File: config.mk
export PLATFORM = sky130hd
export DESIGN_NAME = mmu_xlate_fault
export DESIGN_NICKNAME = d
export VERILOG_FILES = /design/src/mmu_fault_pkg.sv /design/src/mmu_xlate_fault.sv
export SDC_FILE = /design/constraint.sdc
export NUM_CORES = 2
export LEC_CHECK = 0
export ABC_AREA = 1
export BUFFER_PORTS_ARGS = -buffer_cell sky130_fd_sc_hd__buf_2
export CAP_MARGIN = 20
export CELL_PAD_IN_SITES_DETAIL_PLACEMENT = 1
export CELL_PAD_IN_SITES_GLOBAL_PLACEMENT = 1
export CORE_MARGIN = 10
export CORE_UTILIZATION = 30
export CTS_CLUSTER_SIZE = 30
export DETAILED_ROUTE_END_ITERATION = 8
export PLACE_DENSITY = 0.54
export SYNTH_ARGS = -nofsm -noshare
export SYNTH_HDL_FRONTEND = slang
export SYNTH_SLANG_ARGS = --single-unit
File: constraint.sdc
create_clock -name clk -period 4.25 [get_ports clk]
set_input_delay 0.2125 -clock clk [delete_from_list [all_inputs] [get_ports clk]]
set_output_delay 0.2125 -clock clk [all_outputs]
set_load 0.005 [all_outputs]
File: src/mmu_fault_pkg.sv
package mmu_fault_pkg;
  // register byte offsets on the apb bus
  localparam logic [7:0]  ADDR_SEG0 = 8'h00;
  localparam logic [7:0]  ADDR_CTRL = 8'h40;
  localparam logic [7:0]  ADDR_FSS  = 8'h44;
  localparam logic [7:0]  ADDR_DFC  = 8'h48;
  localparam logic [7:0]  ADDR_FIA  = 8'h4c;
  localparam logic [7:0]  ADDR_DFA  = 8'h50;
  localparam logic [7:0]  ADDR_STAT = 8'h54;
  localparam int          SEG_COUNT = 16;
  // machine_state_reg / control fields
  localparam int          CTL_FETCH_XLATE = 0;
  localparam int          CTL_DATA_XLATE  = 1;
  localparam int          CTL_BYTE_REV    = 2;
  localparam int          CTL_PROBLEM     = 3;
  localparam int          CTL_EXT_EN      = 4;
  localparam int          CTL_FLUSH       = 5;
  localparam logic [31:0] CTRL_RESET      = 32'h0;
  // segment_descriptor_reg fields
  localparam int          SEG_T_BIT  = 31;
  localparam int          SEG_KS_BIT = 30;
  localparam int          SEG_KP_BIT = 29;
  localparam int          SEG_N_BIT  = 28;
  localparam int          VSID_W     = 24;
  localparam int          VPN_W      = 40;
  localparam int          RPN_W      = 20;
  // cause bits, msb-0 bit n sits at position 31-n
  localparam int          CAUSE_PAGE   = 30;
  localparam int          CAUSE_NOEXEC = 28;
  localparam int          CAUSE_PROT   = 27;
  localparam int          CAUSE_DSTORE = 26;
  localparam int          CAUSE_EXTDIS = 20;
  // page attribute layout {w,i,g,pp[1:0]}
  localparam int          ATTR_W = 4;
  localparam int          ATTR_I = 3;
  localparam int          ATTR_G = 2;
  // access operation codes
  localparam logic [3:0]  OP_LOAD = 4'h0;
  localparam logic [3:0]  OP_STORE = 4'h1;
  localparam logic [3:0]  OP_FP_LOAD = 4'h2;
  localparam logic [3:0]  OP_FP_STORE = 4'h3;
  localparam logic [3:0]  OP_MULTI_LOAD = 4'h4;
  localparam logic [3:0]  OP_MULTI_STORE = 4'h5;
  localparam logic [3:0]  OP_STRING_LOAD = 4'h6;
  localparam logic [3:0]  OP_STRING_STORE = 4'h7;
  localparam logic [3:0]  OP_RESV_LOAD = 4'h8;
  localparam logic [3:0]  OP_COND_STORE = 4'h9;
  localparam logic [3:0]  OP_EXT_LOAD = 4'ha;
  localparam logic [3:0]  OP_EXT_STORE = 4'hb;
  localparam logic [3:0]  OP_CBZ = 4'hc;
  // fault kinds on the response port
  localparam logic [1:0]  FAULT_NONE = 2'h0;
  localparam logic [1:0]  FAULT_ISF = 2'h1;
  localparam logic [1:0]  FAULT_DSF = 2'h2;
  localparam logic [1:0]  FAULT_ALIGN = 2'h3;
endpackage

File: src/mmu_xlate_fault.sv
`timescale 1ns/1ps
`default_nettype none
// Overview of operation
// - no block match: locate segment descriptor
// - top four address bits pick segment
// - selector zero: form 52-bit virtual address
// - tlb hit: forward physical address
// - miss: walk table, fill, retry hits
// - protection violation raises storage fault
// - no entry anywhere: page fault bit 1
// - protection violation sets cause bit 4
// - fetch from no-execute segment: bit 3
// - fetch from direct-store segment: bit 3
// - data access to direct-store: bit 5
// - guarded fetch under translation: bit 3
// - data translation off: alignment faults only
// - zeroing to write-through/inhibited: alignment
// - reservation op to write-through: bit 5
// - reservation/external op to direct-store: bit 5
// - external op while disabled: bit 11
// - multiple/string under byte reversal: alignment
// - misaligned word operand under translation: alignment
// - save failing instruction address per fault
// - block match overrides page translation result
module mmu_xlate_fault import mmu_fault_pkg::*; #(
  parameter int TLB_ENTRIES = 4
) (
  input  wire logic             clk,
  input  wire logic             reset_n,
  input  wire logic             psel,
  input  wire logic             penable,
  input  wire logic             pwrite,
  input  wire logic [7:0]       paddr,
  input  wire logic [31:0]      pwdata,
  output logic                  pready,
  output logic [31:0]           prdata,
  output logic                  pslverr,
  input  wire logic             reqValid,
  input  wire logic             reqFetch,
  input  wire logic [3:0]       reqOp,
  input  wire logic [31:0]      reqEa,
  input  wire logic [31:0]      reqInstrAddr,
  input  wire logic             blockHit,
  input  wire logic [31:0]      blockPa,
  input  wire logic             blockW,
  input  wire logic             blockI,
  input  wire logic             blockG,
  input  wire logic             blockViol,
  output logic                  reqReady,
  output logic                  rspValid,
  output logic [1:0]            rspFault,
  output logic [31:0]           rspPa,
  output logic                  walkReq,
  output logic [VPN_W-1:0]      walkVpn,
  input  wire logic             walkDone,
  input  wire logic             walkFound,
  input  wire logic [RPN_W-1:0] walkRpn,
  input  wire logic [4:0]       walkAttr
);
  localparam int IW = $clog2(TLB_ENTRIES);

  typedef enum logic [1:0] {ST_IDLE, ST_CHECK, ST_WALK} state_e;

  state_e           state;                    // access sequencer
  state_e           next_state;
  logic [31:0]      segReg [SEG_COUNT];       // segment descriptors
  logic [31:0]      ctrl;                     // machine state bits
  logic [31:0]      faultSave;                // fetch fault causes
  logic [31:0]      dataCause;                // data fault causes
  logic [31:0]      faultInstr;               // failing instruction address
  logic [31:0]      faultData;                // failing data address
  logic             rFetch;                   // captured request
  logic [3:0]       rOp;
  logic [31:0]      rEa;
  logic [31:0]      rIa;
  logic             rBlkHit;
  logic [31:0]      rBlkPa;
  logic             rBlkW;
  logic             rBlkI;
  logic             rBlkG;
  logic             rBlkViol;
  logic             pgMiss;                   // table walk came back empty
  logic             tlbValid [2][TLB_ENTRIES];
  logic [VPN_W-1:0] tlbVpn [2][TLB_ENTRIES];
  logic [RPN_W-1:0] tlbRpn [2][TLB_ENTRIES];
  logic [4:0]       tlbAttr [2][TLB_ENTRIES];
  logic [IW-1:0]    fillPtr [2];              // round-robin victims
  logic [TLB_ENTRIES-1:0] hitVec;
  logic [IW-1:0]    hitIdx;
  logic             tlbHit;
  logic [31:0]      seg;
  logic [VPN_W-1:0] vpn;
  logic             xlOn;
  logic             side;
  logic [1:0]       fk;                       // fault kind chosen
  logic [4:0]       cbit;                     // cause bit chosen
  logic             walkNeed;
  logic             apbWr;
  logic             mapped;
  logic [31:0]      rdMux;

  // ---------------- apb slave ----------------
  assign mapped = (paddr <= ADDR_STAT) && (paddr[1:0] == 2'h0);
  assign apbWr  = psel && penable && pready && pwrite && mapped;

  // read mux; unmapped reads return zero, except misaligned offsets below ADDR_CTRL, which return a segment descriptor
  always_comb begin
    rdMux = 32'h0;
    if (paddr < ADDR_CTRL) rdMux = segReg[paddr[5:2]];
    else if (paddr == ADDR_CTRL) rdMux = ctrl;
    else if (paddr == ADDR_FSS) rdMux = faultSave;
    else if (paddr == ADDR_DFC) rdMux = dataCause;
    else if (paddr == ADDR_FIA) rdMux = faultInstr;
    else if (paddr == ADDR_DFA) rdMux = faultData;
    else if (paddr == ADDR_STAT) rdMux = {29'h0, pgMiss, state != ST_IDLE, walkReq};
  end

  // one wait state: pready rises in the second access cycle
  always_ff @(posedge clk or negedge reset_n) begin
    if (!reset_n) begin
      pready  <= 1'b0;
      prdata  <= 32'h0;
      pslverr <= 1'b0;
    end else begin
      pready  <= psel && penable && !pready;
      prdata  <= rdMux;
      pslverr <= psel && penable && !pready && !mapped;
    end
  end

  // segment descriptor file
  always_ff @(posedge clk or negedge reset_n) begin
    if (!reset_n) begin
      for (int k = 0; k < SEG_COUNT; k++) segReg[k] <= 32'h0;
    end else if (apbWr && paddr < ADDR_CTRL) begin
      segReg[paddr[5:2]] <= pwdata;
    end
  end

  // control; flush bit is a self-clearing strobe
  always_ff @(posedge clk or negedge reset_n) begin
    if (!reset_n) begin
      ctrl <= CTRL_RESET;
    end else if (apbWr && paddr == ADDR_CTRL) begin
      ctrl <= pwdata & 32'h1f;
    end
  end

  // ---------------- translation ----------------
  // segment select
  assign seg  = segReg[rEa[31:28]];
  // virtual page number of the 52-bit address
  assign vpn  = {seg[VSID_W-1:0], rEa[27:12]};
  assign xlOn = rFetch ? ctrl[CTL_FETCH_XLATE] : ctrl[CTL_DATA_XLATE];
  assign side = rFetch;

  // parallel compare against the relevant tlb
  for (genvar g = 0; g < TLB_ENTRIES; g++) begin : g_hit
    assign hitVec[g] = tlbValid[side][g] && (tlbVpn[side][g] == vpn);
  end

  // hit encoder; fill keeps entries unique so at most one hits
  always_comb begin
    hitIdx = '0;
    for (int k = 0; k < TLB_ENTRIES; k++) begin
      if (hitVec[k]) hitIdx = IW'(k);
    end
  end
  assign tlbHit = |hitVec;

  // classifier: exactly one outcome per access
  always_comb begin
    logic       store;
    logic       multi;
    logic       wordOp;
    logic       resv;
    logic       ext;
    logic       key;
    logic [4:0] at;
    logic       wt;
    logic       ci;
    logic       prot;
    // a fetch is a read whatever sits on the op lines
    store  = !rFetch && rOp[0] && rOp != OP_CBZ;
    multi  = rOp >= OP_MULTI_LOAD && rOp <= OP_STRING_STORE;
    resv   = rOp == OP_RESV_LOAD || rOp == OP_COND_STORE;
    ext    = rOp == OP_EXT_LOAD || rOp == OP_EXT_STORE;
    wordOp = rOp == OP_FP_LOAD || rOp == OP_FP_STORE || multi && !rOp[1] || resv || ext;
    key    = ctrl[CTL_PROBLEM] ? seg[SEG_KP_BIT] : seg[SEG_KS_BIT];
    at     = tlbAttr[side][hitIdx];
    // block attributes win over the page entry
    wt     = rBlkHit ? rBlkW : at[ATTR_W];
    ci     = rBlkHit ? rBlkI : at[ATTR_I];
    prot   = rBlkHit ? rBlkViol
           : (key ? (at[1:0] == 2'h0 || (store && at[1:0] != 2'h2)) : (store && at[1:0] == 2'h3));
    fk       = FAULT_NONE;
    cbit     = 5'd0;
    walkNeed = 1'b0;
    if (rFetch) begin
      if (!xlOn) begin
        fk = FAULT_NONE;
      end else if (rBlkHit && rBlkG) begin
        fk = FAULT_ISF; cbit = 5'(CAUSE_NOEXEC);
      end else if (!rBlkHit && (seg[SEG_T_BIT] || seg[SEG_N_BIT])) begin
        fk = FAULT_ISF; cbit = 5'(CAUSE_NOEXEC);
      end else if (!rBlkHit && pgMiss) begin
        fk = FAULT_ISF; cbit = 5'(CAUSE_PAGE);
      end else if (!rBlkHit && !tlbHit) begin
        walkNeed = 1'b1;
      end else if (!rBlkHit && at[ATTR_G]) begin
        fk = FAULT_ISF; cbit = 5'(CAUSE_NOEXEC);
      end else if (prot) begin
        fk = FAULT_ISF; cbit = 5'(CAUSE_PROT);
      end
    end else begin
      if (multi && ctrl[CTL_BYTE_REV]) begin
        fk = FAULT_ALIGN;
      end else if (!xlOn) begin
        fk = FAULT_NONE;
      end else if (ext && !ctrl[CTL_EXT_EN]) begin
        fk = FAULT_DSF; cbit = 5'(CAUSE_EXTDIS);
      end else if (wordOp && rEa[1:0] != 2'h0) begin
        fk = FAULT_ALIGN;
      end else if (!rBlkHit && seg[SEG_T_BIT]) begin
        fk = FAULT_DSF; cbit = 5'(CAUSE_DSTORE);
      end else if (!rBlkHit && pgMiss) begin
        fk = FAULT_DSF; cbit = 5'(CAUSE_PAGE);
      end else if (!rBlkHit && !tlbHit) begin
        walkNeed = 1'b1;
      end else if (rOp == OP_CBZ && (wt || ci)) begin
        fk = FAULT_ALIGN;
      end else if (resv && wt) begin
        fk = FAULT_DSF; cbit = 5'(CAUSE_DSTORE);
      end else if (prot) begin
        fk = FAULT_DSF; cbit = 5'(CAUSE_PROT);
      end
    end
  end

  // sequencer next state
  always_comb begin
    next_state = state;
    case (state)
      ST_IDLE:  if (reqValid) next_state = ST_CHECK;
      ST_CHECK: next_state = walkNeed ? ST_WALK : ST_IDLE;
      ST_WALK:  if (walkDone) next_state = ST_CHECK;
      default:  next_state = ST_IDLE;
    endcase
  end

  // state register and ready flag
  always_ff @(posedge clk or negedge reset_n) begin
    if (!reset_n) begin
      state    <= ST_IDLE;
      reqReady <= 1'b0;
    end else begin
      state    <= next_state;
      reqReady <= next_state == ST_IDLE;
    end
  end

  // request capture; block inputs are sampled with the request
  always_ff @(posedge clk or negedge reset_n) begin
    if (!reset_n) begin
      {rFetch, rOp, rEa, rIa} <= '0;
      {rBlkHit, rBlkPa, rBlkW, rBlkI, rBlkG, rBlkViol} <= '0;
    end else if (state == ST_IDLE && reqValid) begin
      {rFetch, rOp, rEa, rIa} <= {reqFetch, reqOp, reqEa, reqInstrAddr};
      {rBlkHit, rBlkPa, rBlkW, rBlkI, rBlkG, rBlkViol} <= {blockHit, blockPa, blockW, blockI, blockG, blockViol};
    end
  end

  always_ff @(posedge clk or negedge reset_n) begin
    if (!reset_n) begin
      walkReq <= 1'b0;
      walkVpn <= '0;
      pgMiss  <= 1'b0;
    end else begin
      if (state == ST_IDLE) pgMiss <= 1'b0;
      if (state == ST_CHECK && walkNeed) begin
        walkReq <= 1'b1;
        walkVpn <= vpn;
      end else if (state == ST_WALK && walkDone) begin
        walkReq <= 1'b0;
        pgMiss  <= !walkFound;
      end
    end
  end

  // fill on a found entry so the retry hits
  always_ff @(posedge clk or negedge reset_n) begin
    if (!reset_n) begin
      for (int s = 0; s < 2; s++) begin
        fillPtr[s] <= '0;
        for (int k = 0; k < TLB_ENTRIES; k++) begin
          tlbValid[s][k] <= 1'b0;
          tlbVpn[s][k]   <= '0;
          tlbRpn[s][k]   <= '0;
          tlbAttr[s][k]  <= '0;
        end
      end
    end else if (apbWr && paddr == ADDR_CTRL && pwdata[CTL_FLUSH]) begin
      // software must flush after rewriting descriptors or tables
      for (int s = 0; s < 2; s++) begin
        for (int k = 0; k < TLB_ENTRIES; k++) tlbValid[s][k] <= 1'b0;
      end
    end else if (state == ST_WALK && walkDone && walkFound) begin
      tlbValid[side][fillPtr[side]] <= 1'b1;
      tlbVpn[side][fillPtr[side]]   <= walkVpn;
      tlbRpn[side][fillPtr[side]]   <= walkRpn;
      tlbAttr[side][fillPtr[side]]  <= walkAttr;
      fillPtr[side]                 <= fillPtr[side] + 1'b1;
    end
  end

  // response; address source: block, page or real
  always_ff @(posedge clk or negedge reset_n) begin
    if (!reset_n) begin
      rspValid <= 1'b0;
      rspFault <= FAULT_NONE;
      rspPa    <= 32'h0;
    end else begin
      rspValid <= state == ST_CHECK && !walkNeed;
      if (state == ST_CHECK && !walkNeed) begin
        rspFault <= fk;
        rspPa    <= !xlOn ? rEa : rBlkHit ? rBlkPa : {tlbRpn[side][hitIdx], rEa[11:0]};
      end
    end
  end

  // fault records; a hardware fault beats a same-cycle software write
  always_ff @(posedge clk or negedge reset_n) begin
    if (!reset_n) begin
      {faultSave, dataCause, faultInstr, faultData} <= '0;
    end else begin
      if (apbWr && paddr == ADDR_FSS) faultSave <= pwdata;
      if (apbWr && paddr == ADDR_DFC) dataCause <= pwdata;
      if (apbWr && paddr == ADDR_FIA) faultInstr <= pwdata;
      if (apbWr && paddr == ADDR_DFA) faultData <= pwdata;
      if (state == ST_CHECK && !walkNeed && fk != FAULT_NONE) begin
        faultInstr <= rIa;
        if (!rFetch) faultData <= rEa;
        if (fk == FAULT_ISF) faultSave <= 32'h1 << cbit;
        if (fk == FAULT_DSF) dataCause <= 32'h1 << cbit;
      end
    end
  end
endmodule
`default_nettype wire

==> impl_metrics.yaml <==
outcome:
  status: "complete, but fails checks"
  violations: "negative setup slack"
min_path:
  hold_depth: 3
  hold_path.class: "in -> reg"
  hp-start: "pwdata[18]"
  min_to: "segReg[50]"
cells_and_area:
  area_growth_pct: 28.8
  nNetsFinal: 9611
  drive_gt1_share_pct: 18.8
  final_cells: 12600
  nFillCells: 26700
clocking:
  cts_sinks: 1397
  cts_tree: "done"
  cts_root_buf: "clkbuf_16"
  cts_max_level: 4
  clockBufferDepth: 3
  clk_latency_ns: 0.85
  clk_transition_reported_paths_ns: 0.07
  cts_buffers: 174
grt:
  grt_pass1_wl_um: 473000
  grt_max_degree: 122
  grt_pass1_vias: 67400
  grt_usage_pct: 25.2
  overflow: 0
  grt_antenna_before_repair: 11
die:
  die_w_um: 497
  core_area_mm2: 0.227
  die_h_um: 497
  num_rows: 175
  start_util_pct: 30.1
  die-area_mm2: 0.247
  ios: 290
setup_path:
  required_ns: 4.96
  rr_worst_depth: 36
  endpoint_kind: "flip-flop"
  worstPathArrival_ns: 5.43
  crit_top_cell: "nand2_2"
  cpMaxStageDelayCell: "dfrtp_4"
  crit_fanout: 8
  r2r_slack_ns: -0.46
  worstSetupPathType: "reg -> reg"
  worstReg2RegEnd: "dataCause[24]"
  cpPeakStageDelay_ns: 0.52
  worstReg2RegStart: "rEa[28]"
  critPathLaunchType: "flip-flop"
synth:
  ys_warn_count: 0
  synthCells: 8664
  synth_edf_count: 0
  syn-num-nets: 8847
  synth-seq-cells: 1397
  yosys.area.top_type_share_pct: 51.1
  synth_area_mm2: 0.0684
  synthDistinctLibCells: 52
  synth_commonest_cells: "nand2_1, o21ai_0, dfrtp_1"
  yosys.area.top_type: "dfrtp_1"
  synth.most_common_cell: "nand2_1"
  avgSynthCellArea_um2: 7.89
  synthTopCellsByArea: "dfrtp_1, nand2_1, o21ai_0"
  ys_seq_area_share_pct: 51.1
  ys.flop_type: "dfrtp_1"
  synth-async-reset-ratio_pct: 100
detailed_routing:
  finalWirelength_um: 323000
  drt_iter0_markers: 5184
  ant_nets: 0
  drt_pre_antenna_iters: 5
  dr_total_vias: 65700
  drc: 0
  drt-vias-per-instance: 5.22
  wire_per_inst_um: 25.7
sta:
  finalHoldViolCount: 0
  timing.slew.headroom_pct: 19.8
  period_needed_ns: 4.71
  finClkSkew_ns: 0.0462
  fin_crit_sh_pct: 111
  rsz0062_at_grt: "yes"
  tightest_slew_ns: 1.20
  drv_slew: 0
  timing.fmax_ghz: 0.212
  setup_viol: 182
  fin_ws_ns: -0.465
power_and_ir_drop:
  p_int_mw: 25.7
  switching_share_pct: 30.2
  p_sw_mw: 11.1
  clockPowerShare_pct: 43.1
  p_comb_share_pct: 18.8
  seqPwrFrac_pct: 38.0
  power.density_mw_per_mm2: 418
  total_power_mw: 36.8
  cellLeakagePower_nw: 40.8
  max-vdd-ir-drop_mv: 0.308
place:
  place.gp.congestion: 0.950
  port_buffers: 289
  place_inst: 12000
  dp_hpwl_um: 217000
flow_run:
  cap_viol_max_count: 0
## power by group through the flow
stage               logic [mW]  clock network [mW]  registers (mW)
floorplan                 2.67                   0            14.1
global placement          6.05                   0            14.2
detailed placement        6.09                   0            14.2
CTS                       6.81                16.2            14.0
global route              7.41                16.7            14.0
finish                    6.94                15.9            14.0
## worst max-delay path: cells and delay by family, from the launching register on
| family | cells | cell delay, ns |
|---|---|---|
| and+or+nand+nor | 23 | 2.24 |
| buffers and inverters | 12 | 1.68 |
| AOI/OAI and AO/OA | 1 | 0.08 |
| DFF | 1 | 0.52 |
## metal layers
layer	share of wire [%]	routed length, um	up-vias	track usage [%]
met5	0.0062	20	-	0
met3	4.3	14000	467	3.47
met4	3.6	11700	2	8.18
li1	-	-	30100	-
met2	47	151000	1516	41.6
met1	45	146000	33600	34.0
## worst max path at each step
stage / to / cells after the start / slack [ns] / from
after global routing: dataCause[30] / 35 / -0.65 / rEa[28]
after detailed placement: faultData[29] / 35 / -0.90 / rEa[28]
after floorplan: tlbRpn[94] / 19 / 0.35 / rFetch
final: dataCause[24] / 36 / -0.46 / rEa[28]
after CTS: faultData[28] / 37 / -0.39 / rEa[28]
after global placement: faultData[29] / 34 / -0.90 / rEa[28]
## cell families after synthesis
family | Yosys count | share of synthesized area, %
AOI/OAI and AO/OA | 2064 | 16.4
DFF | 1397 | 51.1
xor gates and xnor gates | 20 | 0.256
buffers and inverters | 1278 | 7.33
and+or+nand+nor | 3761 | 22.6
muxes | 140 | 2.18
adders and majority gates | 4 | 0.0732
## sequential cells by signal, indices dropped and copies added (netlist names), 5 cells and up
register    flops
rEa            32
faultInstr     32
tlbRpn        160
segReg        512
prdata         32
rIa            32
tlbAttr        40
tlbVpn        320
dataCause      32
faultData      32
rspPa          32
walkVpn        40
rBlkPa         32
faultSave      32
ctrl            5
tlbValid        8
## layout make-up
class,instances,area (um2),share of cell area [%]
flip-flops and latches,1397,35000,39.7
inverters,653,2500,2.83
repair buffers,1211,10900,12.4
clock buffers,261,5180,5.89
diodes,3,7.51,0.00852
clock inverters,60,860,0.976
well taps,3009,3760,4.27
repair inverters,2,32.5,0.0369
multi-input cells,5989,29800,33.9
## metrics by stage
| stage | worst slack (ns) | utilization (%) | TNS [ns] | hold slack, ns | cell area, um2 |
|---|---|---|---|---|---|
| after floorplan | 0.350 | - | 0 | -0.0831 | 68400 |
| after global placement | -0.897 | 34.3 | -136.53 | 0.321 | 77800 |
| after detailed placement | -0.901 | 34.3 | -141.18 | 0.322 | 77900 |
| after CTS | -0.390 | 38.5 | -45.40 | 0.000819 | 87400 |
| after global routing | -0.648 | 38.8 | -91.79 | 0.0472 | 88100 |
| final | -0.465 | 38.8 | -57.87 | 0.0134 | 88100 |
## cell usage in the layout, fill, tap and decap left out, types with 16 or more instances in the layout
cell type | netlist | routed
nand3_1 | 584 | 474
bufinv_16 | 0 | 16
mux2_2 | 69 | 69
o211ai_1 | 118 | 118
buf_4 | 22 | 582
buf_6 | 4 | 57
nand3_4 | 0 | 25
buf_16 | 0 | 23
buf_12 | 0 | 99
nor2_2 | 2 | 37
inv_1 | 635 | 630
nand3b_1 | 38 | 38
o22ai_1 | 143 | 143
mux2i_1 | 71 | 68
nand3_2 | 2 | 87
clkbuf_16 | 0 | 184
buf_2 | 83 | 288
a31oi_1 | 41 | 41
nand4_1 | 85 | 85
or2_2 | 54 | 53
a22oi_1 | 37 | 37
nand2_1 | 2490 | 2392
o21ai_0 | 1498 | 1466
dlygate4sd3_1 | 0 | 140
a221oi_1 | 31 | 31
dfrtp_1 | 1397 | 1392
nand2_4 | 0 | 27
clkbuf_8 | 0 | 46
clkinv_2 | 0 | 24
o21ai_1 | 39 | 54
a21oi_1 | 107 | 104
nand2_2 | 6 | 76
nor2_1 | 471 | 424
xor2_1 | 17 | 17
clkbuf_1 | 470 | 39
o21ai_2 | 0 | 16
## repair_timing
| action | in CTS | in global routing |
|---|---|---|
| gates cloned | 19 | 10 |
| setup endpoints to repair | 206 | 205 |
| setup buffers | 44 | 11 |
| gates resized for setup | 315 | 126 |
| endpoints found under the hold margin | 483 | 0 |
| hold buffers | 140 | 0 |
| pin swaps | 106 | 82 |
(Power assumes the default switching activity.)
